--- config.mk ---
export PLATFORM = sky130hd
export DESIGN_NAME = vlct_top
export DESIGN_NICKNAME = d
export VERILOG_FILES = /design/src/vlct_pkg.sv /design/src/vlct_top.sv
export SDC_FILE = /design/constraint.sdc
export NUM_CORES = 1
export LEC_CHECK = 0
export ABC_AREA = 1
export BUFFER_PORTS_ARGS = -buffer_cell sky130_fd_sc_hd__buf_2
export CORE_AREA = 2 2 139 128
export CTS_BUF_LIST = sky130_fd_sc_hd__clkbuf_8
export DETAILED_ROUTE_END_ITERATION = 12
export DIE_AREA = 0 0 141 130
export GPL_ROUTABILITY_DRIVEN = 0
export MAX_ROUTING_LAYER = met4
export PLACE_DENSITY = 0.88
export SYNTH_ARGS = -nofsm -noshare
export SYNTH_HDL_FRONTEND = slang
export SYNTH_SLANG_ARGS = --single-unit
export TNS_END_PERCENT = 10
--- constraint.sdc ---
create_clock -name i_clk -period 4 [get_ports i_clk]
set_input_delay 0.6 -clock i_clk [delete_from_list [all_inputs] [get_ports i_clk]]
set_output_delay 0.6 -clock i_clk [all_outputs]
set_load 0.02 [all_outputs]
--- src/vlct_pkg.sv ---
package vlct_pkg;
  // Clock rate and derived tick periods
  localparam int unsigned CLK_HZ = 10_000_000;
  localparam int unsigned T_MS_US = 1000;
  localparam int unsigned MS_CYC = CLK_HZ / 1_000_000 * T_MS_US;
  localparam int unsigned T_TENTH_MS = 100;
  localparam int unsigned T_SEC_TENTHS = 10;
  // Timing figures in their own units
  localparam int unsigned T_PULSE_MS = 125;
  localparam int unsigned T_TUNE_S = 2;
  localparam int unsigned T_PEAK_S = 2;
  localparam int unsigned T_DIAG_MIN = 15;
  // Derived counts
  localparam logic [7:0] PULSE_CNT = 8'(T_PULSE_MS);
  localparam logic [4:0] TUNE_CNT = 5'(T_TUNE_S * T_SEC_TENTHS);
  localparam logic [4:0] PEAK_CNT = 5'(T_PEAK_S * T_SEC_TENTHS);
  localparam logic [9:0] DIAG_CNT = 10'(T_DIAG_MIN * 60);
  // Register byte offsets
  localparam logic [7:0] A_CTRL = 8'h00;
  localparam logic [7:0] A_DELAY = 8'h04;
  localparam logic [7:0] A_EXT = 8'h08;
  localparam logic [7:0] A_MAXP = 8'h0C;
  localparam logic [7:0] A_DIAG = 8'h10;
  localparam logic [7:0] A_STAT = 8'h14;
  localparam logic [7:0] A_TIMER = 8'h18;
  localparam logic [7:0] A_DISP = 8'h1C;
  // Control field positions
  localparam int unsigned F_SENS = 0;
  localparam int unsigned F_FREQ = 4;
  localparam int unsigned F_PULSE = 8;
  localparam int unsigned F_GATE = 9;
  localparam int unsigned F_SYNC = 10;
  // Sensitivity codes: 0..8 levels, then forced states
  localparam logic [3:0] SENS_FORCE = 4'h9;
  localparam logic [3:0] SENS_OFF = 4'hA;
  // Reset values and limits
  localparam logic [3:0] RST_SENS = 4'h4;
  localparam logic [2:0] RST_FREQ = 3'h0;
  localparam logic [9:0] MAXP_LIM = 10'h3E7;
  localparam logic [11:0] IND_MIN = 12'h014;
  localparam logic [11:0] IND_MAX = 12'h9C4;
  // Call timing states
  typedef enum logic [4:0] {
    ST_IDLE = 5'h01,
    ST_DELAY = 5'h02,
    ST_DETECT = 5'h04,
    ST_EXTEND = 5'h08,
    ST_WAIT = 5'h10
  } vlct_state_e;
endpackage

--- src/vlct_top.sv ---
`timescale 1ns/1ps
// How it works
// - Forced-call setting: output Call, oscillator off
// - Channel-off setting: output No-Call, oscillator off
// - Nine levels, two forced settings, eight frequencies
// - Call delay 0 to 255 seconds
// - Delay starts on entry, call withheld meanwhile
// - Phase green aborts delay, remaining time zero
// - Extension 0 to 25.5 s, starts on clear
// - Entry during extension returns to detect, reload
// - Presence or pulse mode; presence holds call
// - Pulse mode: one 125 ms pulse per vehicle
// - Pulse mode: tune out after two seconds
// - Pulse mode: full sensitivity soon after leaving
// - Max presence 1 to 999 s or off
// - Loop empties before expiry: drop, no reset
// - Expiry without end sync: automatic reset
// - Expiry with end sync: wait, then drop or reset
// - End sync only usable with max presence on
// - Loop failure blocks end-of-green reset
// - Inductance display, range checked, 15 minute timeout
// - Change display holds peak for two seconds
// - Extension gating: extend only during phase green
module vlct_top #(
  parameter int unsigned MS_CYC = vlct_pkg::MS_CYC
) (
  input wire logic i_clk,
  input wire logic i_rstn,
  input wire logic i_hsel,
  input wire logic [31:0] i_haddr,
  input wire logic [1:0] i_htrans,
  input wire logic i_hwrite,
  input wire logic [2:0] i_hsize,
  input wire logic [31:0] i_hwdata,
  input wire logic i_hready,
  output logic [31:0] o_hrdata,
  output logic o_hreadyout,
  output logic o_hresp,
  input wire logic i_occupied,
  input wire logic i_phase_green,
  input wire logic i_loop_fail,
  input wire logic [11:0] i_induct_uh,
  input wire logic [7:0] i_dll_pct,
  output logic o_call,
  output logic o_osc_en,
  output logic [3:0] o_sens_level,
  output logic [2:0] o_freq_sel,
  output logic o_auto_reset,
  output logic o_retune
);

  localparam int unsigned MSW = $clog2(MS_CYC + 1);

  // Tick divider state
  logic [MSW-1:0] ms_cnt_q;
  logic [6:0] tenth_cnt_q;
  logic [3:0] sec_cnt_q;
  logic tick_ms_q;
  logic tick_t_q;
  logic tick_s_q;

  // Configuration registers
  logic [3:0] sens_q;
  logic [2:0] freq_q;
  logic pulse_q;
  logic gate_q;
  logic sync_q;
  logic [7:0] delay_q;
  logic [7:0] ext_q;
  logic [9:0] maxp_q;
  logic cfg_rst_q;

  // Bus pipeline
  logic wr_q;
  logic [7:0] adr_q;
  logic [31:0] rdata_q;
  logic [31:0] rd_d;
  logic acc;
  logic wr_act;

  // Call timing state
  vlct_pkg::vlct_state_e state_q;
  logic [7:0] delay_rem_q;
  logic [7:0] ext_rem_q;
  logic [9:0] maxp_rem_q;
  logic [7:0] pulse_rem_q;
  logic [4:0] dwell_q;
  logic occ_q;
  logic green_q;
  logic tuned_q;
  logic call_q;
  logic osc_q;
  logic auto_rst_q;
  logic retune_q;

  // Diagnostic display state
  logic ind_en_q;
  logic dll_en_q;
  logic [9:0] ind_sec_q;
  logic [9:0] dll_sec_q;
  logic [7:0] peak_q;
  logic [4:0] hold_q;

  // Decoded conditions
  logic forced;
  logic sync_en;
  logic maxp_exp;
  logic ext_ok;
  logic green_fall;
  logic ind_ok;

  assign forced = (sens_q == vlct_pkg::SENS_FORCE) || (sens_q == vlct_pkg::SENS_OFF);
  assign sync_en = sync_q && (maxp_q != 10'h000);
  assign maxp_exp = (maxp_q != 10'h000) && (maxp_rem_q == 10'h000);
  assign ext_ok = (ext_q != 8'h00) && (!gate_q || i_phase_green);
  assign green_fall = green_q && !i_phase_green;
  assign ind_ok = (i_induct_uh >= vlct_pkg::IND_MIN) && (i_induct_uh <= vlct_pkg::IND_MAX);

  // Millisecond, tenth and second ticks from the system clock
  always_ff @(posedge i_clk or negedge i_rstn)
  begin
    if (!i_rstn)
    begin
      ms_cnt_q <= '0;
      tenth_cnt_q <= 7'h00;
      sec_cnt_q <= 4'h0;
      tick_ms_q <= 1'b0;
      tick_t_q <= 1'b0;
      tick_s_q <= 1'b0;
    end
    else
    begin
      tick_ms_q <= 1'b0;
      tick_t_q <= 1'b0;
      tick_s_q <= 1'b0;
      if (ms_cnt_q == MSW'(MS_CYC - 1))
      begin
        ms_cnt_q <= '0;
        tick_ms_q <= 1'b1;
        if (tenth_cnt_q == 7'(vlct_pkg::T_TENTH_MS - 1))
        begin
          tenth_cnt_q <= 7'h00;
          tick_t_q <= 1'b1;
          if (sec_cnt_q == 4'(vlct_pkg::T_SEC_TENTHS - 1))
          begin
            sec_cnt_q <= 4'h0;
            tick_s_q <= 1'b1;
          end
          else
            sec_cnt_q <= sec_cnt_q + 4'h1;
        end
        else
          tenth_cnt_q <= tenth_cnt_q + 7'h01;
      end
      else
        ms_cnt_q <= ms_cnt_q + MSW'(1);
    end
  end

  // Address phase qualifier; single zero-wait word transfers
  assign acc = i_hsel && i_htrans[1] && i_hready;
  assign wr_act = wr_q;

  // Read multiplexer, unmapped offsets read zero
  always_comb
  begin
    rd_d = 32'h0000_0000;
    unique case (i_haddr[7:0])
      vlct_pkg::A_CTRL:
      begin
        rd_d[vlct_pkg::F_SENS +: 4] = sens_q;
        rd_d[vlct_pkg::F_FREQ +: 3] = freq_q;
        rd_d[vlct_pkg::F_PULSE] = pulse_q;
        rd_d[vlct_pkg::F_GATE] = gate_q;
        rd_d[vlct_pkg::F_SYNC] = sync_en;
      end
      vlct_pkg::A_DELAY: rd_d[7:0] = delay_q;
      vlct_pkg::A_EXT: rd_d[7:0] = ext_q;
      vlct_pkg::A_MAXP: rd_d[9:0] = maxp_q;
      vlct_pkg::A_DIAG: rd_d[1:0] = {dll_en_q, ind_en_q};
      vlct_pkg::A_STAT: rd_d[23:0] = {delay_rem_q, ext_rem_q, 1'b0, tuned_q, call_q, state_q};
      vlct_pkg::A_TIMER: rd_d[9:0] = maxp_rem_q;
      vlct_pkg::A_DISP:
      begin
        // Inductance only shown while enabled and in range
        if (ind_en_q && ind_ok)
          rd_d[11:0] = i_induct_uh;
        if (dll_en_q)
          rd_d[23:16] = peak_q;
      end
      default: rd_d = 32'h0000_0000;
    endcase
  end

  // Bus slave, no wait state
  always_ff @(posedge i_clk or negedge i_rstn)
  begin
    if (!i_rstn)
    begin
      wr_q <= 1'b0;
      adr_q <= 8'h00;
      rdata_q <= 32'h0000_0000;
    end
    else
    begin
      wr_q <= acc && i_hwrite;
      if (acc)
        adr_q <= i_haddr[7:0];
      // Read data stands during the data phase
      if (acc && !i_hwrite)
        rdata_q <= rd_d;
    end
  end

  // Configuration writes in the data phase
  always_ff @(posedge i_clk or negedge i_rstn)
  begin
    if (!i_rstn)
    begin
      sens_q <= vlct_pkg::RST_SENS;
      freq_q <= vlct_pkg::RST_FREQ;
      pulse_q <= 1'b0;
      gate_q <= 1'b0;
      sync_q <= 1'b0;
      delay_q <= 8'h00;
      ext_q <= 8'h00;
      maxp_q <= 10'h000;
      cfg_rst_q <= 1'b0;
    end
    else
    begin
      cfg_rst_q <= 1'b0;
      if (wr_act && (adr_q == vlct_pkg::A_CTRL))
      begin
        // Codes above channel-off are refused, level kept
        if (i_hwdata[vlct_pkg::F_SENS +: 4] <= vlct_pkg::SENS_OFF)
          sens_q <= i_hwdata[vlct_pkg::F_SENS +: 4];
        freq_q <= i_hwdata[vlct_pkg::F_FREQ +: 3];
        pulse_q <= i_hwdata[vlct_pkg::F_PULSE];
        gate_q <= i_hwdata[vlct_pkg::F_GATE];
        sync_q <= i_hwdata[vlct_pkg::F_SYNC];
        // Changing sensitivity or frequency resets the detector
        cfg_rst_q <= (i_hwdata[vlct_pkg::F_SENS +: 4] != sens_q)
          || (i_hwdata[vlct_pkg::F_FREQ +: 3] != freq_q);
      end
      if (wr_act && (adr_q == vlct_pkg::A_DELAY))
        delay_q <= i_hwdata[7:0];
      if (wr_act && (adr_q == vlct_pkg::A_EXT))
        ext_q <= i_hwdata[7:0];
      // Limit clamps at 999 seconds, zero means off
      if (wr_act && (adr_q == vlct_pkg::A_MAXP))
        maxp_q <= (i_hwdata[9:0] > vlct_pkg::MAXP_LIM) ? vlct_pkg::MAXP_LIM
          : i_hwdata[9:0];
    end
  end

  // Call timing: delay, detect, extension, max presence, pulse
  always_ff @(posedge i_clk or negedge i_rstn)
  begin
    if (!i_rstn)
    begin
      state_q <= vlct_pkg::ST_IDLE;
      delay_rem_q <= 8'h00;
      ext_rem_q <= 8'h00;
      maxp_rem_q <= 10'h000;
      pulse_rem_q <= 8'h00;
      dwell_q <= 5'h00;
      occ_q <= 1'b0;
      green_q <= 1'b0;
      tuned_q <= 1'b0;
      auto_rst_q <= 1'b0;
      retune_q <= 1'b0;
    end
    else
    begin
      auto_rst_q <= 1'b0;
      retune_q <= 1'b0;
      occ_q <= i_occupied;
      green_q <= i_phase_green;
      // An empty loop re-arms detection at once
      if (!i_occupied)
      begin
        tuned_q <= 1'b0;
        dwell_q <= 5'h00;
      end
      if (tick_ms_q && (pulse_rem_q != 8'h00))
        pulse_rem_q <= pulse_rem_q - 8'h01;
      if (forced || cfg_rst_q)
      begin
        // Forced states and resets park the timing
        state_q <= vlct_pkg::ST_IDLE;
        delay_rem_q <= 8'h00;
        ext_rem_q <= 8'h00;
        maxp_rem_q <= 10'h000;
        pulse_rem_q <= 8'h00;
        if (cfg_rst_q)
        begin
          auto_rst_q <= 1'b1;
          tuned_q <= i_occupied;
        end
      end
      else if (pulse_q)
      begin
        state_q <= vlct_pkg::ST_IDLE;
        // One pulse per entering vehicle
        if (i_occupied && !occ_q && !tuned_q)
          pulse_rem_q <= vlct_pkg::PULSE_CNT;
        // Dwell beyond two seconds is tuned out
        if (i_occupied && !tuned_q && tick_t_q)
        begin
          if (dwell_q == vlct_pkg::TUNE_CNT)
          begin
            tuned_q <= 1'b1;
            retune_q <= 1'b1;
          end
          else
            dwell_q <= dwell_q + 5'h01;
        end
      end
      else
      begin
        // Presence mode: max timer runs while a call stands
        if (tick_s_q && (maxp_rem_q != 10'h000))
          maxp_rem_q <= maxp_rem_q - 10'h001;
        unique case (state_q)
          vlct_pkg::ST_IDLE:
          begin
            if (i_occupied && !tuned_q)
            begin
              if ((delay_q != 8'h00) && !i_phase_green)
              begin
                state_q <= vlct_pkg::ST_DELAY;
                delay_rem_q <= delay_q;
              end
              else
              begin
                state_q <= vlct_pkg::ST_DETECT;
                maxp_rem_q <= maxp_q;
              end
            end
          end
          vlct_pkg::ST_DELAY:
          begin
            if (i_phase_green)
            begin
              // Override aborts the delay
              delay_rem_q <= 8'h00;
              state_q <= vlct_pkg::ST_DETECT;
              maxp_rem_q <= maxp_q;
            end
            else if (!i_occupied)
            begin
              delay_rem_q <= 8'h00;
              state_q <= vlct_pkg::ST_IDLE;
            end
            else if (delay_rem_q == 8'h00)
            begin
              state_q <= vlct_pkg::ST_DETECT;
              maxp_rem_q <= maxp_q;
            end
            else if (tick_s_q)
              delay_rem_q <= delay_rem_q - 8'h01;
          end
          vlct_pkg::ST_DETECT:
          begin
            if (!i_occupied)
            begin
              if (ext_ok)
              begin
                state_q <= vlct_pkg::ST_EXTEND;
                ext_rem_q <= ext_q;
              end
              else
              begin
                state_q <= vlct_pkg::ST_IDLE;
                maxp_rem_q <= 10'h000;
              end
            end
            else if (maxp_exp)
            begin
              if (sync_en)
                state_q <= vlct_pkg::ST_WAIT;
              else
              begin
                state_q <= vlct_pkg::ST_IDLE;
                tuned_q <= 1'b1;
                auto_rst_q <= 1'b1;
              end
            end
          end
          vlct_pkg::ST_EXTEND:
          begin
            if (i_occupied)
            begin
              state_q <= vlct_pkg::ST_DETECT;
              ext_rem_q <= 8'h00;
            end
            else if ((ext_rem_q == 8'h00) || maxp_exp || (gate_q && !i_phase_green))
            begin
              // Loop is vacant: the call just drops
              state_q <= vlct_pkg::ST_IDLE;
              ext_rem_q <= 8'h00;
              maxp_rem_q <= 10'h000;
            end
            else if (tick_t_q)
              ext_rem_q <= ext_rem_q - 8'h01;
          end
          vlct_pkg::ST_WAIT:
          begin
            if (!i_occupied)
              state_q <= vlct_pkg::ST_IDLE;
            else if (green_fall && !i_loop_fail)
            begin
              // Reset lines up with the end of green
              state_q <= vlct_pkg::ST_IDLE;
              tuned_q <= 1'b1;
              auto_rst_q <= 1'b1;
            end
          end
          default: state_q <= vlct_pkg::ST_IDLE;
        endcase
      end
    end
  end

  // Output call and oscillator enable
  always_ff @(posedge i_clk or negedge i_rstn)
  begin
    if (!i_rstn)
    begin
      call_q <= 1'b0;
      osc_q <= 1'b0;
    end
    else
    begin
      osc_q <= !forced;
      if (sens_q == vlct_pkg::SENS_FORCE)
        call_q <= 1'b1;
      else if (sens_q == vlct_pkg::SENS_OFF)
        call_q <= 1'b0;
      else if (pulse_q)
        call_q <= (pulse_rem_q != 8'h00);
      else
        call_q <= (state_q == vlct_pkg::ST_DETECT) || (state_q == vlct_pkg::ST_EXTEND)
          || (state_q == vlct_pkg::ST_WAIT);
    end
  end

  // Diagnostic displays
  always_ff @(posedge i_clk or negedge i_rstn)
  begin
    if (!i_rstn)
    begin
      ind_en_q <= 1'b0;
      dll_en_q <= 1'b0;
      ind_sec_q <= 10'h000;
      dll_sec_q <= 10'h000;
      peak_q <= 8'h00;
      hold_q <= 5'h00;
    end
    else
    begin
      // Countdown to automatic switch-off
      if (tick_s_q && ind_en_q)
      begin
        ind_sec_q <= ind_sec_q - 10'h001;
        if (ind_sec_q == 10'h001)
          ind_en_q <= 1'b0;
      end
      if (tick_s_q && dll_en_q)
      begin
        dll_sec_q <= dll_sec_q - 10'h001;
        if (dll_sec_q == 10'h001)
          dll_en_q <= 1'b0;
      end
      // Writing one starts a display and its full timeout
      if (wr_act && (adr_q == vlct_pkg::A_DIAG))
      begin
        ind_en_q <= i_hwdata[0];
        dll_en_q <= i_hwdata[1];
        ind_sec_q <= vlct_pkg::DIAG_CNT;
        dll_sec_q <= vlct_pkg::DIAG_CNT;
      end
      // Peak captured during a call, held two seconds
      if (tick_t_q && (hold_q != 5'h00))
        hold_q <= hold_q - 5'h01;
      if (dll_en_q && call_q)
      begin
        if ((i_dll_pct > peak_q) || ((hold_q == 5'h00) && !tick_t_q))
        begin
          peak_q <= i_dll_pct;
          hold_q <= vlct_pkg::PEAK_CNT;
        end
      end
    end
  end

  assign o_hrdata = rdata_q;
  assign o_hreadyout = 1'b1;
  assign o_hresp = 1'b0;
  assign o_call = call_q;
  assign o_osc_en = osc_q;
  assign o_sens_level = sens_q;
  assign o_freq_sel = freq_q;
  assign o_auto_reset = auto_rst_q;
  assign o_retune = retune_q;

endmodule

* Yosys cells after proc, flatten, opt, wreduce, memory -nomap -nowiden
Cells that the tools add are included.
** Word-level totals
- Output and inout bits :: 45
- Memory bits (writable) :: 0
- Flip-flop bits (word level) :: 184
- Memories :: 0
- ROM bits :: 0
- Input bits :: 97
- Word-level logic and storage cells :: 281
- Latch bits :: 0
** Operators by class
- Order comparisons :: 5
- Div/mod/pow operators :: 0
- Shift-type cells :: 0
- Multipliers :: 0
- Equality and inequality tests :: 39
- Mux-type cells :: 117
- Bitwise logic cells :: 0
- Reduce and logical (&&, ||, !) cells :: 72
- Add/subtract/negate cells :: 11
** Operator list (number)
- 2-to-1 mux 10 bit :: 17
- 2-to-1 mux 8 bit :: 20
- 2-to-1 mux 5 bit :: 21
- one-hot mux 8 bit (2 select lines) :: 3
- equality test 8 x 5 -> 1 bit (second input constant) :: 5
- one-hot mux 10 bit (4 select lines) :: 1
- 2-to-1 mux 1 bit :: 39
- one-hot mux 5 bit (7 select lines) :: 1
- equality test 8 x 4 -> 1 bit (second input constant) :: 4
- zero test 8 bit :: 4
- inequality test 5 bit (second input constant) :: 6
- subtractor 10 x 1 -> 10 bit (second input constant) :: 3
- logical AND 1 bit :: 29
- one-hot mux 5 bit (5 select lines) :: 1
- nonzero test 8 bit :: 3
- subtractor 8 x 1 -> 8 bit (second input constant) :: 3
- equality test 10 x 1 -> 1 bit (second input constant) :: 2
- nonzero test 10 bit :: 2
- equality test 8 x 3 -> 1 bit (second input constant) :: 2
- one-hot mux 2 bit (8 select lines) :: 1
- adder 14 x 1 -> 14 bit (second input constant) :: 1
- equality test 14 bit (second input constant) :: 1
- 2-to-1 mux 14 bit :: 1
- equality test 4 bit (second input constant) :: 3
- other kinds (39) :: 71

* Depth between registers and ports, before layout
Gate-level depths: netlist of the first run.
- Word-level depth :: 9
- Gate-level depth with buffers :: 14
- Mapped depth without buffers :: 13

* Worst setup path before layout of the first run
Ideal clock, no wire load.
- Path type :: input to register
- Start :: input port i_dll_pct[3]
- End :: register peak_q[1]
- Setup time :: 0.117 ns
- Stages :: 8
- Path slack :: 2.277 ns
- Arrival time :: 1.606 ns
- Path through :: ha_1 > a21oi_1 > o21ai_0 > a21oi_1 > o22ai_2 > buf_4 > nand3_1 > nand2_1
** On the way
- Word-level cells in the longest chain between the ends :: 3
** RTL lines
- from (decl) :: line vlct_top.sv:43 : input wire logic [7:0] i_dll_pct,
- > comparator 8 bit :: line vlct_top.sv:489 : if ((i_dll_pct > peak_q) || ((hold_q == 5'h00) && !tick_t_q))
- logical OR 1 bit :: line vlct_top.sv:489
- AND reduction 2 bit (no source line)
- to (signal assigned) :: line vlct_top.sv:491 : peak_q <= i_dll_pct;
- to (decl) :: line vlct_top.sv:101 : logic [7:0] peak_q;
No other way between the ends.
A chain may end at the register's enable or synchronous reset.

* Final worst setup path of the first run
- Start :: register state_q[1]
- End :: register state_q[2]
** On the way
- Word-level cells in the longest chain between the ends :: 4
- Elaborated cells between the ends (all ways) :: 14
- Classes of those cells :: eq/ne (10); mux (3); reduce/logical (1)
** RTL lines
- from (decl) :: line vlct_top.sv:82 : vlct_pkg::vlct_state_e state_q;
- from (signal assigned) :: line vlct_top.sv:262 : state_q <= vlct_pkg::ST_IDLE;
- from (signal assigned) :: line vlct_top.sv:291 : state_q <= vlct_pkg::ST_IDLE;
- from (signal assigned) :: line vlct_top.sv:304 : state_q <= vlct_pkg::ST_IDLE;
- equality test 5 bit, or another cell as far along :: line vlct_top.sv:325 : unique case (state_q)
- one-hot mux 5 bit (5 select lines) :: line vlct_top.sv:325
- 2-to-1 mux 5 bit :: line vlct_top.sv:302 : else if (pulse_q)
- 2-to-1 mux 5 bit :: line vlct_top.sv:288 : if (forced || cfg_rst_q)
Several ways; a longest one is shown, not always the timed one.

==> summary.md, run 1 <==
| Metric | Value |
|---|---|
| Status | finished, final reports clean |
| CTS-repair resized insts | 0 |
| Core area | 17,100 µm² |
| Yosys synthesis warning count | 0 |
| FMAX | 0.415 GHz |
| Footprint of the multi-input gates | between 5000 and 6000 µm² |
| Sw Pwr | 0.00216 W |
| Starting Density | between 60 and 70% |
| Final setup viols | 0 |
| Worst-path clk slew | approximately 100 ps |
| Pin count of the biggest net entering global routing | 110 |
| DR iter-0 viols | 1,033 |
| Final hold violations | 0 |
| Sequential share of power | ~45% |
| Die ar. | 18,300 µm² |
| Die X | 141 µm |
| Vias | 9,911 |
| Max Cap Viol | 0 |
| Total Wirelength | 26,600 µm |
| Sw Ratio | 39.9% |
| Nets | about 1,600 |
| P_int | between 0.003 and 0.004 W |
| GRT Util Overall | 30.8% |
| Total grt overflow | 0 |
| CTS buffer count | 17 |
| Critical Path Source | state_q[1] |
| Clk_skew | 18.8 ps |
| Maximum vdd drop | 0.256 mV |
| Setup TNS | 0 ps |
| Post-CTS Hold Buffers | 0 |
| Area growth syn-to-layout | 8.83% |
| CTS Sinks | 184 |
| Worst Hold Class | in -> async |
| DRT antenna net count | 0 |
| CP required | 4410 ps |
| R2R Path Start | state_q[1] |
| WP data arrival | 2820 ps |
| Final setup margin | 1590 ps |
| Max FO, Critical Path | 11 |
| Worst slack, placed | 1400 ps |
| Tcrit/Tclk final | 60.3% |
| Unique masters post-synth | 57 |
| CTS tree | done |
| Measured slew at the worst slew-check pin | 1140 ps |
| Ant diodes | 0 |
| Sequential share of the synthesized area | 42.8% |
| Crit end category | flop |
| Post-Syn Area per Cell | 7.60 µm² |
| Flops & latches, synth | 184 |
| Clock Power Share | approximately a quarter |
| Number of global-route vias before repair | 9,052 |
| Later-pin clock latency in the skew report | 480 ps |
| Clock root cell | clkbuf_8 |
| CTS H-tree lvls | 4 |
| Area of the mapped netlist | 10,800 µm² |
| DP HPWL | 19,800 µm |
| Number of remaining DRC errors | 0 |
| RSZ-0062 raised after global routing | no |
| Pwr Density | 462 nW/µm² |
| Share of layout cells above drive strength 1 | 12.7% |
| Type of the worst setup path | reg -> reg |
| Leakage | 5.99 nW |
| Clk buf depth | 2 |
| First-pass GRT wire length | 43,700 µm |
| Number of iterations in the first detailed-routing pass | 8 |
| Comb pwr share | 31.5% |
| Post-CTS setup buffer count | 0 |
| I/O Buffers | between 80 and 90 |
| Standard-cell rows | 46 |
| Antenna violations before repair | 0 |
| Sequential Area | between 4000 and 5000 µm² |
| Crit path time final | 2410 ps |
| Startpoint types | flop |
| I/O pin cnt | 142 |
| Via/cell ratio | 5.75 |
| Syn Inst Count | 1,417 |
| Routed len/inst | ~15 µm |
| Slew Limit Fails | 0 |
| Die Span Y | 130 µm |
| Rel. slew slack | approximately a quarter |
| Fillers | 1,335 |
-- per-stage QoR --
| step | instances | hold WS, ps | total power [W] | cell area (µm²) | util (%) |
|---|---|---|---|---|---|
| finish | 1724 | 253 | 0.00541 | 11700 | 68.6 |
| global placement | 1692 | 445 | 0.00408 | 11300 | 66.3 |
| CTS | 1724 | 297 | 0.00539 | 11700 | 68.6 |
| global route | 1724 | 303 | 0.00576 | 11700 | 68.6 |
| floorplan | 1425 | 304 | 0.00368 | 10800 | - |
| detailed placement | 1692 | 446 | 0.00414 | 11300 | 66.3 |
-- cell type report --
class	instances	area share, %
Clock buffer	17	2.00
Clock inverter	15	1.38
Inverter	203	6.53
Multi-Input combinational cell	1003	44.6
Sequential cell	184	39.3
Tap cell	216	2.31
Timing Repair Buffer	86	3.92
-- metal layers --
| layer | track usage [%] | vias up | routed length [µm] |
|---|---|---|---|
| li1 | - | 4729 | - |
| met1 | 39.6 | 4647 | 11200 |
| met2 | 49.2 | 457 | 12500 |
| met3 | 6.57 | 78 | 2250 |
| met4 | 10.6 | 0 | 730 |
| met5 | - | - | 0 |
-- power groups by stage --
stage               Clock (W)  Sequential, W  Combinational, W
floorplan                   0        0.00242           0.00126
global placement            0        0.00245           0.00162
detailed placement          0        0.00246           0.00168
CTS                   0.00128        0.00243           0.00169
global route          0.00136        0.00247           0.00192
finish                0.00127        0.00244           0.00171
-- kinds of logic (layout without fill, tap and decap cells) --
family                   count (synthesis)  after routing  share of synthesized area [%]
AND/OR/NAND/NOR                        711            711                           30.1
buffers and inverters                  238            321                           9.03
AO/OA/AOI/OAI                          206            206                           10.9
flip-flops                             184            184                           42.8
XOR/XNOR                                49             49                           3.98
adder cells (fa/ha/maj)                 25             25                           2.90
other                                    2             10                         0.0697
multiplexers                             2              2                          0.209
-- sequential cells by signal (all words and copies together) (netlist names), 3 cells and up --
| name | count |
|---|---|
| maxp_rem_q | 10 |
| peak_q | 8 |
| state_q | 5 |
| maxp_q | 10 |
| adr_q | 8 |
| ext_q | 8 |
| delay_q | 8 |
| o_sens_level | 4 |
| pulse_rem_q | 8 |
| ms_cnt_q | 14 |
| dwell_q | 5 |
| o_freq_sel | 3 |
| sec_cnt_q | 4 |
| ind_sec_q | 10 |
| ext_rem_q | 8 |
| dll_sec_q | 10 |
| delay_rem_q | 8 |
| tenth_cnt_q | 7 |
| hold_q | 5 |
| o_hrdata | 24 |
-- cell usage in the layout (no fill, tap or decap), types with 4 or more instances in the layout --
master	instances
nand3_1	100
dfrtp_1	182
nand4_1	31
xnor2_1	9
nor4_1	5
ha_1	25
o21ai_1	14
nor2_4	9
o31ai_1	5
a21oi_1	33
o211ai_1	4
a31oi_1	15
clkbuf_8	17
inv_1	191
o21ai_0	89
nor3_1	19
nand2_1	342
nand3_2	9
nor2_2	12
conb_1	10
nand2_2	11
inv_6	5
nand3b_1	5
nor2_1	150
xor2_1	40
o22ai_1	32
inv_2	7
buf_2	81
-- worst max-delay path, cell delays in order, from the launching register on --
cell and delay (ps):
dfrtp_1 420, nor2_1 160, nand2_1 140, nor2_1 640
nand2_1 200, nor2_4 180, nand3_4 140, nand2_1 160
nand2_2 100, nand2_2 110, nand2_1 50, nand2_1 60
-- synth_stat cells (all sizes together) --
master,number,area share [%]
o31ai,5,0.35
o211ai,4,0.28
a31oi,16,0.99
a41oi,1,0.081
nor3b,3,0.30
o2111ai,1,0.081
nor4,6,0.49
dfrtp,182,42
xor2,40,3.3
a21oi,35,1.8
and2,1,0.058
conb,2,0.070
nand4,32,1.9
nor2,172,7.0
o22ai,33,2.0
o21ai,104,4.9
o41ai,2,0.16
clkbuf,10,0.35
and3,1,0.058
nor3,22,1.2
a211oi,2,0.14
nand2,355,13
xnor2,9,0.73
buf,25,1.6
clkinv,4,0.15
dfstp,2,0.49
mux2,2,0.21
nand3,111,5.8
or2,3,0.20
o21a,2,0.14
nand3b,5,0.35
ha,25,2.9
inv,199,7.0
o32ai,1,0.081
-- final timing paths --
| path | endpoint | slack [ps] | cells past startpoint |
|---|---|---|---|
| worst max-delay path | state_q[2] | 1590 | 11 |
| worst min-delay path | adr_q[5] | 250 | 1 |
| max in group asynchronous | pulse_rem_q[7] | 2830 | 2 |
| worst max register to register | state_q[2] | 1590 | 11 |
| worst min register to register | ms_cnt_q[0] | 460 | 1 |
| min in group i_clk | green_q | 330 | 1 |
Power figures use the tool's default switching activity.
==> inputs of run 2 (changes only) <==
--- a/config.mk
+++ b/config.mk
@@ -5,15 +5,15 @@
 export SDC_FILE = /design/constraint.sdc
 export NUM_CORES = 1
 export LEC_CHECK = 0
-export ABC_AREA = 1
+export ABC_AREA = 0
 export BUFFER_PORTS_ARGS = -buffer_cell sky130_fd_sc_hd__buf_2
-export CORE_AREA = 2 2 139 128
+export CORE_AREA = 2 2 147 135
 export CTS_BUF_LIST = sky130_fd_sc_hd__clkbuf_8
 export DETAILED_ROUTE_END_ITERATION = 12
-export DIE_AREA = 0 0 141 130
+export DIE_AREA = 0 0 149 137
 export GPL_ROUTABILITY_DRIVEN = 0
 export MAX_ROUTING_LAYER = met4
-export PLACE_DENSITY = 0.88
+export PLACE_DENSITY = 0.79
 export SYNTH_ARGS = -nofsm -noshare
 export SYNTH_HDL_FRONTEND = slang
 export SYNTH_SLANG_ARGS = --single-unit
==> constraint.sdc (replaced) <==
create_clock -name i_clk -period 2.2 [get_ports i_clk]
set_input_delay 0.33 -clock i_clk [delete_from_list [all_inputs] [get_ports i_clk]]
set_output_delay 0.33 -clock i_clk [all_outputs]
set_load 0.02 [all_outputs]
==> run 2 against run 1 <==
The flow now finishes with violations (negative setup slack). Count of clock-buffer cells in the layout grew 1. Global-route usage shrank 2.2 points. Via count shrank 8.9%. Sequential share of layout area shrank 1.1 points. Sequential power grew 66%. Die area grew 11%. Non-clock buffer count grew 128. Fmax shrank 5.4%. Design area grew 3.0%. Hold slack lost 180 ps. Worst setup slack lost 1900 ps.
==> summary.md, run 2 <==
| Metric | Value |
|---|---|
| Routed len/inst | around 18 µm |
| Fillers | 1,530 |
| Tcrit/Tclk final | 116% |
| Nets | 1,371 |
| Rel. slew slack | 55.8% |
| Clk_skew | 19.4 ps |
| Die Span Y | 137 µm |
| CP required | 2550 ps |
| Area growth syn-to-layout | 20.0% |
| Setup TNS | -6120 ps |
| Pin count of the biggest net entering global routing | 55 |
| DR iter-0 viols | between 900 and 1,000 |
| Area of the mapped netlist | 10,100 µm² |
| Final setup margin | -349 ps |
| Unique masters post-synth | 70 |
| Yosys synthesis warning count | 0 |
| Most common cell in the netlist | dfrtp_1 |
| Synth Flop Type | dfrtp_1 |
| Final hold slack | 70.2 ps |
| RSZ-0062 raised after global routing | yes |
| Max Cap Viol | 0 |
| Number of iterations in the first detailed-routing pass | 5 |
| I/O Buffers | 82 |
| DP HPWL | 20,700 µm |
| Core Util, Final | 64.0% |
| Die ar. | 20,400 µm² |
| Commonest non-fill, non-tap cells in the layout | dfrtp_1 (182), buf_4 (126), nand2_1 (105), nor2_1 (90), buf_2 (81) |
| Final hold violations | 0 |
| Number of remaining DRC errors | 0 |
| Total grt overflow | 0 |
| Status | finished, violations left |
| Flops & latches, synth | 184 |
| Type of the worst setup path | reg -> reg |
| Final Instance Area | roughly 12,000 µm² |
| Area share of the largest cell type after synthesis | 45.3% |
| Measured slew at the worst slew-check pin | 660 ps |
| Die X | between 100 and 150 µm |
| Crit end category | flop |
| Ant diodes | 0 |
| Worst Hold Class | in -> reg |
| Clock root cell | clkbuf_8 |
| Worst-path clk slew | 90 ps |
| Pwr Density | roughly 730 nW/µm² |
| EDFF count, synth | 0 |
| CTS Sinks | 184 |
| Max FO, Critical Path | 4 |
| Ranking of synthesized cells by area | dfrtp_1 (45%), mux2_2 (4.5%), o21ai_0 (4.1%), nand2_1 (3.9%), nor2_1 (3.4%) |
| Yosys top cell by area | dfrtp_1 |
| CTS tree | done |
| Post-Syn Area per Cell | 9.42 µm² |
| I/O pin cnt | 142 |
| First-pass GRT wire length | 44,200 µm |
| Final setup viols | 22 |
| Sequential share of the synthesized area | 45.8% |
| Startpoint types | flop |
| Leakage | 5.58 nW |
| CTS buffer count | 17 |
| Core area | 18,900 µm² |
| Failing checks | negative setup slack |
| WP data arrival | between 2000 and 3000 ps |
| Clk buf depth | 2 |
| Syn Inst Count | roughly 1,100 |
| Maximum vdd drop | 0.435 mV |
| Crit path time final | 2550 ps |
| Slew Limit Fails | 0 |
| Most common cell after layout, fill and taps aside | dfrtp_1 |
| Standard-cell rows | 48 |
| Total Wirelength | 28,000 µm |
| CTS H-tree lvls | 4 |
| Antenna violations before repair | 0 |
| Share of layout cells above drive strength 1 | 24.7% |
| Vias | ~9,000 |
| Via/cell ratio | 5.97 |
| Placed Area | 11,500 µm² |
| DRT antenna net count | 0 |
| Largest register FFs | 24 |
| FMAX | about 0.4 GHz |
| Commonest cells in the netlist | dfrtp_1 (182), nand2_1 (105), nor2_1 (91) |
| GRT Util Overall | 28.6% |
| Later-pin clock latency in the skew report | 470 ps |
| Starting Density | 53.4% |
| Number of global-route vias before repair | 8,483 |
| Async SR Flop Fraction | 100% |
==> run 2: stage by stage <==
stage          std cells  setup WS (ps)  total power (W)
4_1_cts             1508           -315          0.00872
3_3_place_gp        1474           -275          0.00647
2_1_floorplan       1076           -427          0.00551
3_5_place_dp        1474           -412          0.00656
5_1_grt             1512           -431          0.00920
6_report            1512           -349          0.00878
==> run 2: power breakdown <==
part / leakage (nW) / internal, W / switching, W
clock network: 0.181 / 0.000910 / 0.00123
logic: 3.03 / 0.00117 / 0.00143
registers: 2.37 / 0.00372 / 0.000316
==> run 2: logic make-up (layout without fill, tap and decap cells) <==
group,count (synthesis),after routing,synth area share [%]
and+or+nand+nor,385,385,19.2
xor gates and xnor gates,60,60,5.22
adders and majority gates,25,25,3.11
DFF,184,184,45.8
AOI/OAI and AO/OA,255,255,16.5
muxes,52,52,5.79
other,2,10,0.0746
buffers and inverters,105,291,4.39
==> run 2: worst paths after layout <==
path	slack [ps]	start	to	depth (start not counted)
min in group asynchronous	380	i_rstn	o_hrdata[4]	2
hold / removal	70	i_hwdata[10]	sync_q	3
setup reg to reg	-350	maxp_rem_q[0]	ext_rem_q[5]	8
setup / recovery	-350	maxp_rem_q[0]	ext_rem_q[5]	8
max in group asynchronous	1080	i_rstn	dll_sec_q[3]	3
hold reg to reg	460	ms_cnt_q[0]	ms_cnt_q[0]	1
==> run 2: area by class of cell <==
cell class | instances | area (µm²) | share of cell area, %
tap | 250 | 313 | 2.59
multi-input combinational | 787 | 5170 | 42.8
sequential | 184 | 4610 | 38.2
inverter | 45 | 169 | 1.40
clock buffer | 18 | 248 | 2.05
clock inverter | 14 | 111 | 0.922
timing repair buffer | 214 | 1460 | 12.1
==> run 2: layer usage <==
metal  vias up  wire length [µm]  GRT usage [%]
li1       4206                 -              -
met4         0               864           8.84
met3        87              2620           7.03
met5         -                 0              -
met1      4307             12000           38.3
met2       428             12500           43.3
==> run 2: timing repair <==
| action | in CTS | in global routing |
|---|---|---|
| hold buffers | 1 | 0 |
| pin swaps | 8 | 4 |
| endpoints found under the setup margin | 32 | 38 |
| gates resized for setup | 19 | 18 |
| hold endpoints to repair | 48 | 0 |
| buffers inserted | 1 | 4 |
==> run 2: worst max-delay path, cell delays in order, from the launching register on <==
cell	delay (ps)
dfrtp_1	400
inv_2	60
ha_1	130
or4b_4	470
or3_4	350
o2111a_2	310
a2111o_1	430
o21ai_1	200
a21oi_2	80
==> inputs of run 3 (changes only) <==
--- a/config.mk
+++ b/config.mk
@@ -6,13 +6,12 @@
 export NUM_CORES = 1
 export LEC_CHECK = 0
 export ABC_AREA = 0
-export BUFFER_PORTS_ARGS = -buffer_cell sky130_fd_sc_hd__buf_2
-export CORE_AREA = 2 2 147 135
+export CORE_AREA = 2 2 140 128
 export CTS_BUF_LIST = sky130_fd_sc_hd__clkbuf_8
 export DETAILED_ROUTE_END_ITERATION = 12
-export DIE_AREA = 0 0 149 137
+export DIE_AREA = 0 0 142 130
+export DONT_BUFFER_PORTS = 1
 export GPL_ROUTABILITY_DRIVEN = 0
-export MAX_ROUTING_LAYER = met4
 export PLACE_DENSITY = 0.79
 export SYNTH_ARGS = -nofsm -noshare
 export SYNTH_HDL_FRONTEND = slang
==> run 3 against run 2 <==
The flow finishes with violations (negative hold slack, negative setup slack). Via count decreased by 1.7%. Sequential cell count unchanged. Hold slack got worse by 530 ps. Sequential power increased by 1%. Fmax decreased by 2.0%. Non-clock buffer count decreased by 79. Critical path type unchanged. Global-route usage increased by 2.2 points.
==> summary.md, run 3 (synthesis results as in run 2) <==
| Metric | Value |
|---|---|
| I/O Buffers | 0 |
| Core area | 17,200 µm² |
| Pwr Density | 748 nW/µm² |
| I/O pin cnt | 142 |
| Share of layout cells above drive strength 1 | 17.6% |
| Measured slew at the worst slew-check pin | between 500 and 600 ps |
| DP HPWL | 19,900 µm |
| Crit end category | flop |
| CTS Sinks | 184 |
| Number of iterations in the first detailed-routing pass | 8 |
| Failing checks | negative hold slack, negative setup slack |
| Tcrit/Tclk final | 118% |
| Clock Power Share | around a quarter |
| Number of global-route vias before repair | 8,450 |
| Placed Area | 10,900 µm² |
| Post-CTS Hold Buffers | 28 |
| Antenna violations before repair | 1 |
| Nets | 1,292 |
| FMAX | 0.384 GHz |
| Final Instance Area | approximately 12,000 µm² |
| R2R Path Start | maxp_rem_q[0] |
| Leakage | between 5 and 6 nW |
| Commonest non-fill, non-tap cells in the layout | dfrtp_1 (182), nand2_1 (105), buf_4 (103), nor2_1 (90), o21ai_0 (70) |
| Placed Cells | roughly 1,300 |
| Total grt overflow | 0 |
| FF-to-FF path depth | 10 |
| CP required | 2550 ps |
| Comb pwr share | 26.9% |
| Area growth syn-to-layout | 16.5% |
| CTS tree | done |
| Pin count of the biggest net entering global routing | approximately 190 |
| Clock root cell | clkbuf_8 |
| Fillers | approximately 1,300 |
| Reg2reg end | maxp_rem_q[5] |
| Sw Ratio | 33.9% |
| GRT Util Overall | 30.8% |
| Max Cap Viol | 0 |
| Worst Hold Class | in -> async |
| Largest register FFs | 24 |
| Final setup margin | -402 ps |
| Maximum vdd drop | 0.381 mV |
| DRT antenna net count | 0 |
| Number of remaining DRC errors | 0 |
| Starting Density | 58.5% |
| Status | finished, violations left |
| Final hold slack | -464 ps |
| First-pass GRT wire length | between 40,000 and 50,000 µm |
| Routed len/inst | approximately 20 µm |
| Worst-path clk slew | 100 ps |
| Critical path endpoint | maxp_rem_q[5] |
| Standard-cell rows | 46 |
| Sw Pwr | 0.00298 W |
| Clk buf depth | 2 |
| Startpoint types | flop |
| Clk_skew | ~23 ps |
| Vias | 8,877 |
| Crit path time final | between 2000 and 3000 ps |
| Sequential share of power | around 47% |
| CTS H-tree lvls | 4 |
| Die X | 142 µm |
| WP data arrival | 2950 ps |
| Max FO, Critical Path | 5 |
| Final hold violations | 184 |
| Final Non-Filler Cells | about 1,400 |
| RSZ-0062 raised after global routing | yes |
| Rel. slew slack | 62.7% |
| Die Span Y | 130 µm |
| Type of the worst setup path | reg -> reg |
| Final setup viols | 22 |
| P_int | slightly below 0.006 W |
| Setup TNS | -6500 ps |
| Total Wirelength | 28,000 µm |
| R2R setup slack | -400 ps |
| Most common cell after layout, fill and taps aside | dfrtp_1 |
| Slew Limit Fails | 0 |
| CTS buffer count | 17 |
| Total power | 0.00878 W |
| DR iter-0 viols | ~950 |
| Critical Path Source | maxp_rem_q[0] |
| Later-pin clock latency in the skew report | 490 ps |
| Via/cell ratio | 6.34 |
| Die ar. | around 18,000 µm² |
run 3: critical path, stage by stage, from the launching register on:
cell      delay [ps]
dfrtp_1          410
inv_2             70
ha_1             140
or4b_4           470
or3_4            340
buf_4            160
o211ai_1         270
a21oi_2          120
buf_4            170
o31ai_4          160
o211ai_1         150
run 3: worst min path at each step:
stage	to	slack (ps)	depth (start not counted)	start
global placement	o_hrdata[7]	40	0	i_rstn
CTS	maxp_q[7]	-490	0	i_rstn
finish	o_hrdata[9]	-460	0	i_rstn
global route	maxp_q[6]	-490	0	i_rstn
floorplan	adr_q[0]	30	0	i_rstn
detailed placement	o_hrdata[9]	40	0	i_rstn
run 3: routing by layer:
metal | up-vias | routed length [µm] | track usage, %
met1 | 4289 | 11700 | 40.8
met3 | 97 | 2700 | 8.04
met2 | 429 | 12500 | 48.2
li1 | 4062 | - | -
met5 | - | 0 | 0
met4 | 0 | 1090 | 13.9
run 3: metrics by stage:
step,setup slack (ps),utilization [%]
6_report,-402,68.1
3_5_place_dp,-351,63.4
5_1_grt,-526,68.1
2_1_floorplan,-427,-
4_1_cts,-309,67.7
3_3_place_gp,-272,63.4
run 3: repair_timing:
item,CTS,global route
endpoints found under the setup margin,31,42
cloned,0,0
endpoints found under the hold margin,235,184
buffers inserted,2,1
gates resized for setup,13,21
pin swaps,1,6
run 3: power by group through the flow:
stage / registers (W) / logic [W] / clock network [W]
2_1_floorplan: 0.00408 / 0.00143 / 0
4_1_cts: 0.00406 / 0.00225 / 0.00236
3_3_place_gp: 0.00410 / 0.00209 / 0
5_1_grt: 0.00412 / 0.00257 / 0.00248
3_5_place_dp: 0.00411 / 0.00217 / 0
6_report: 0.00408 / 0.00236 / 0.00234
run 3: area by class of cell:
| type | instances | area (µm²) | share of cell area, % |
|---|---|---|---|
| tap | 216 | 270 | 2.30 |
| multi-input combinational | 787 | 5160 | 44.0 |
| clock buffer | 18 | 248 | 2.11 |
| timing repair buffer | 135 | 1120 | 9.59 |
| inverter | 45 | 169 | 1.44 |
| clock inverter | 14 | 149 | 1.27 |
| antenna | 1 | 2.50 | 0.0213 |
| sequential | 184 | 4610 | 39.3 |
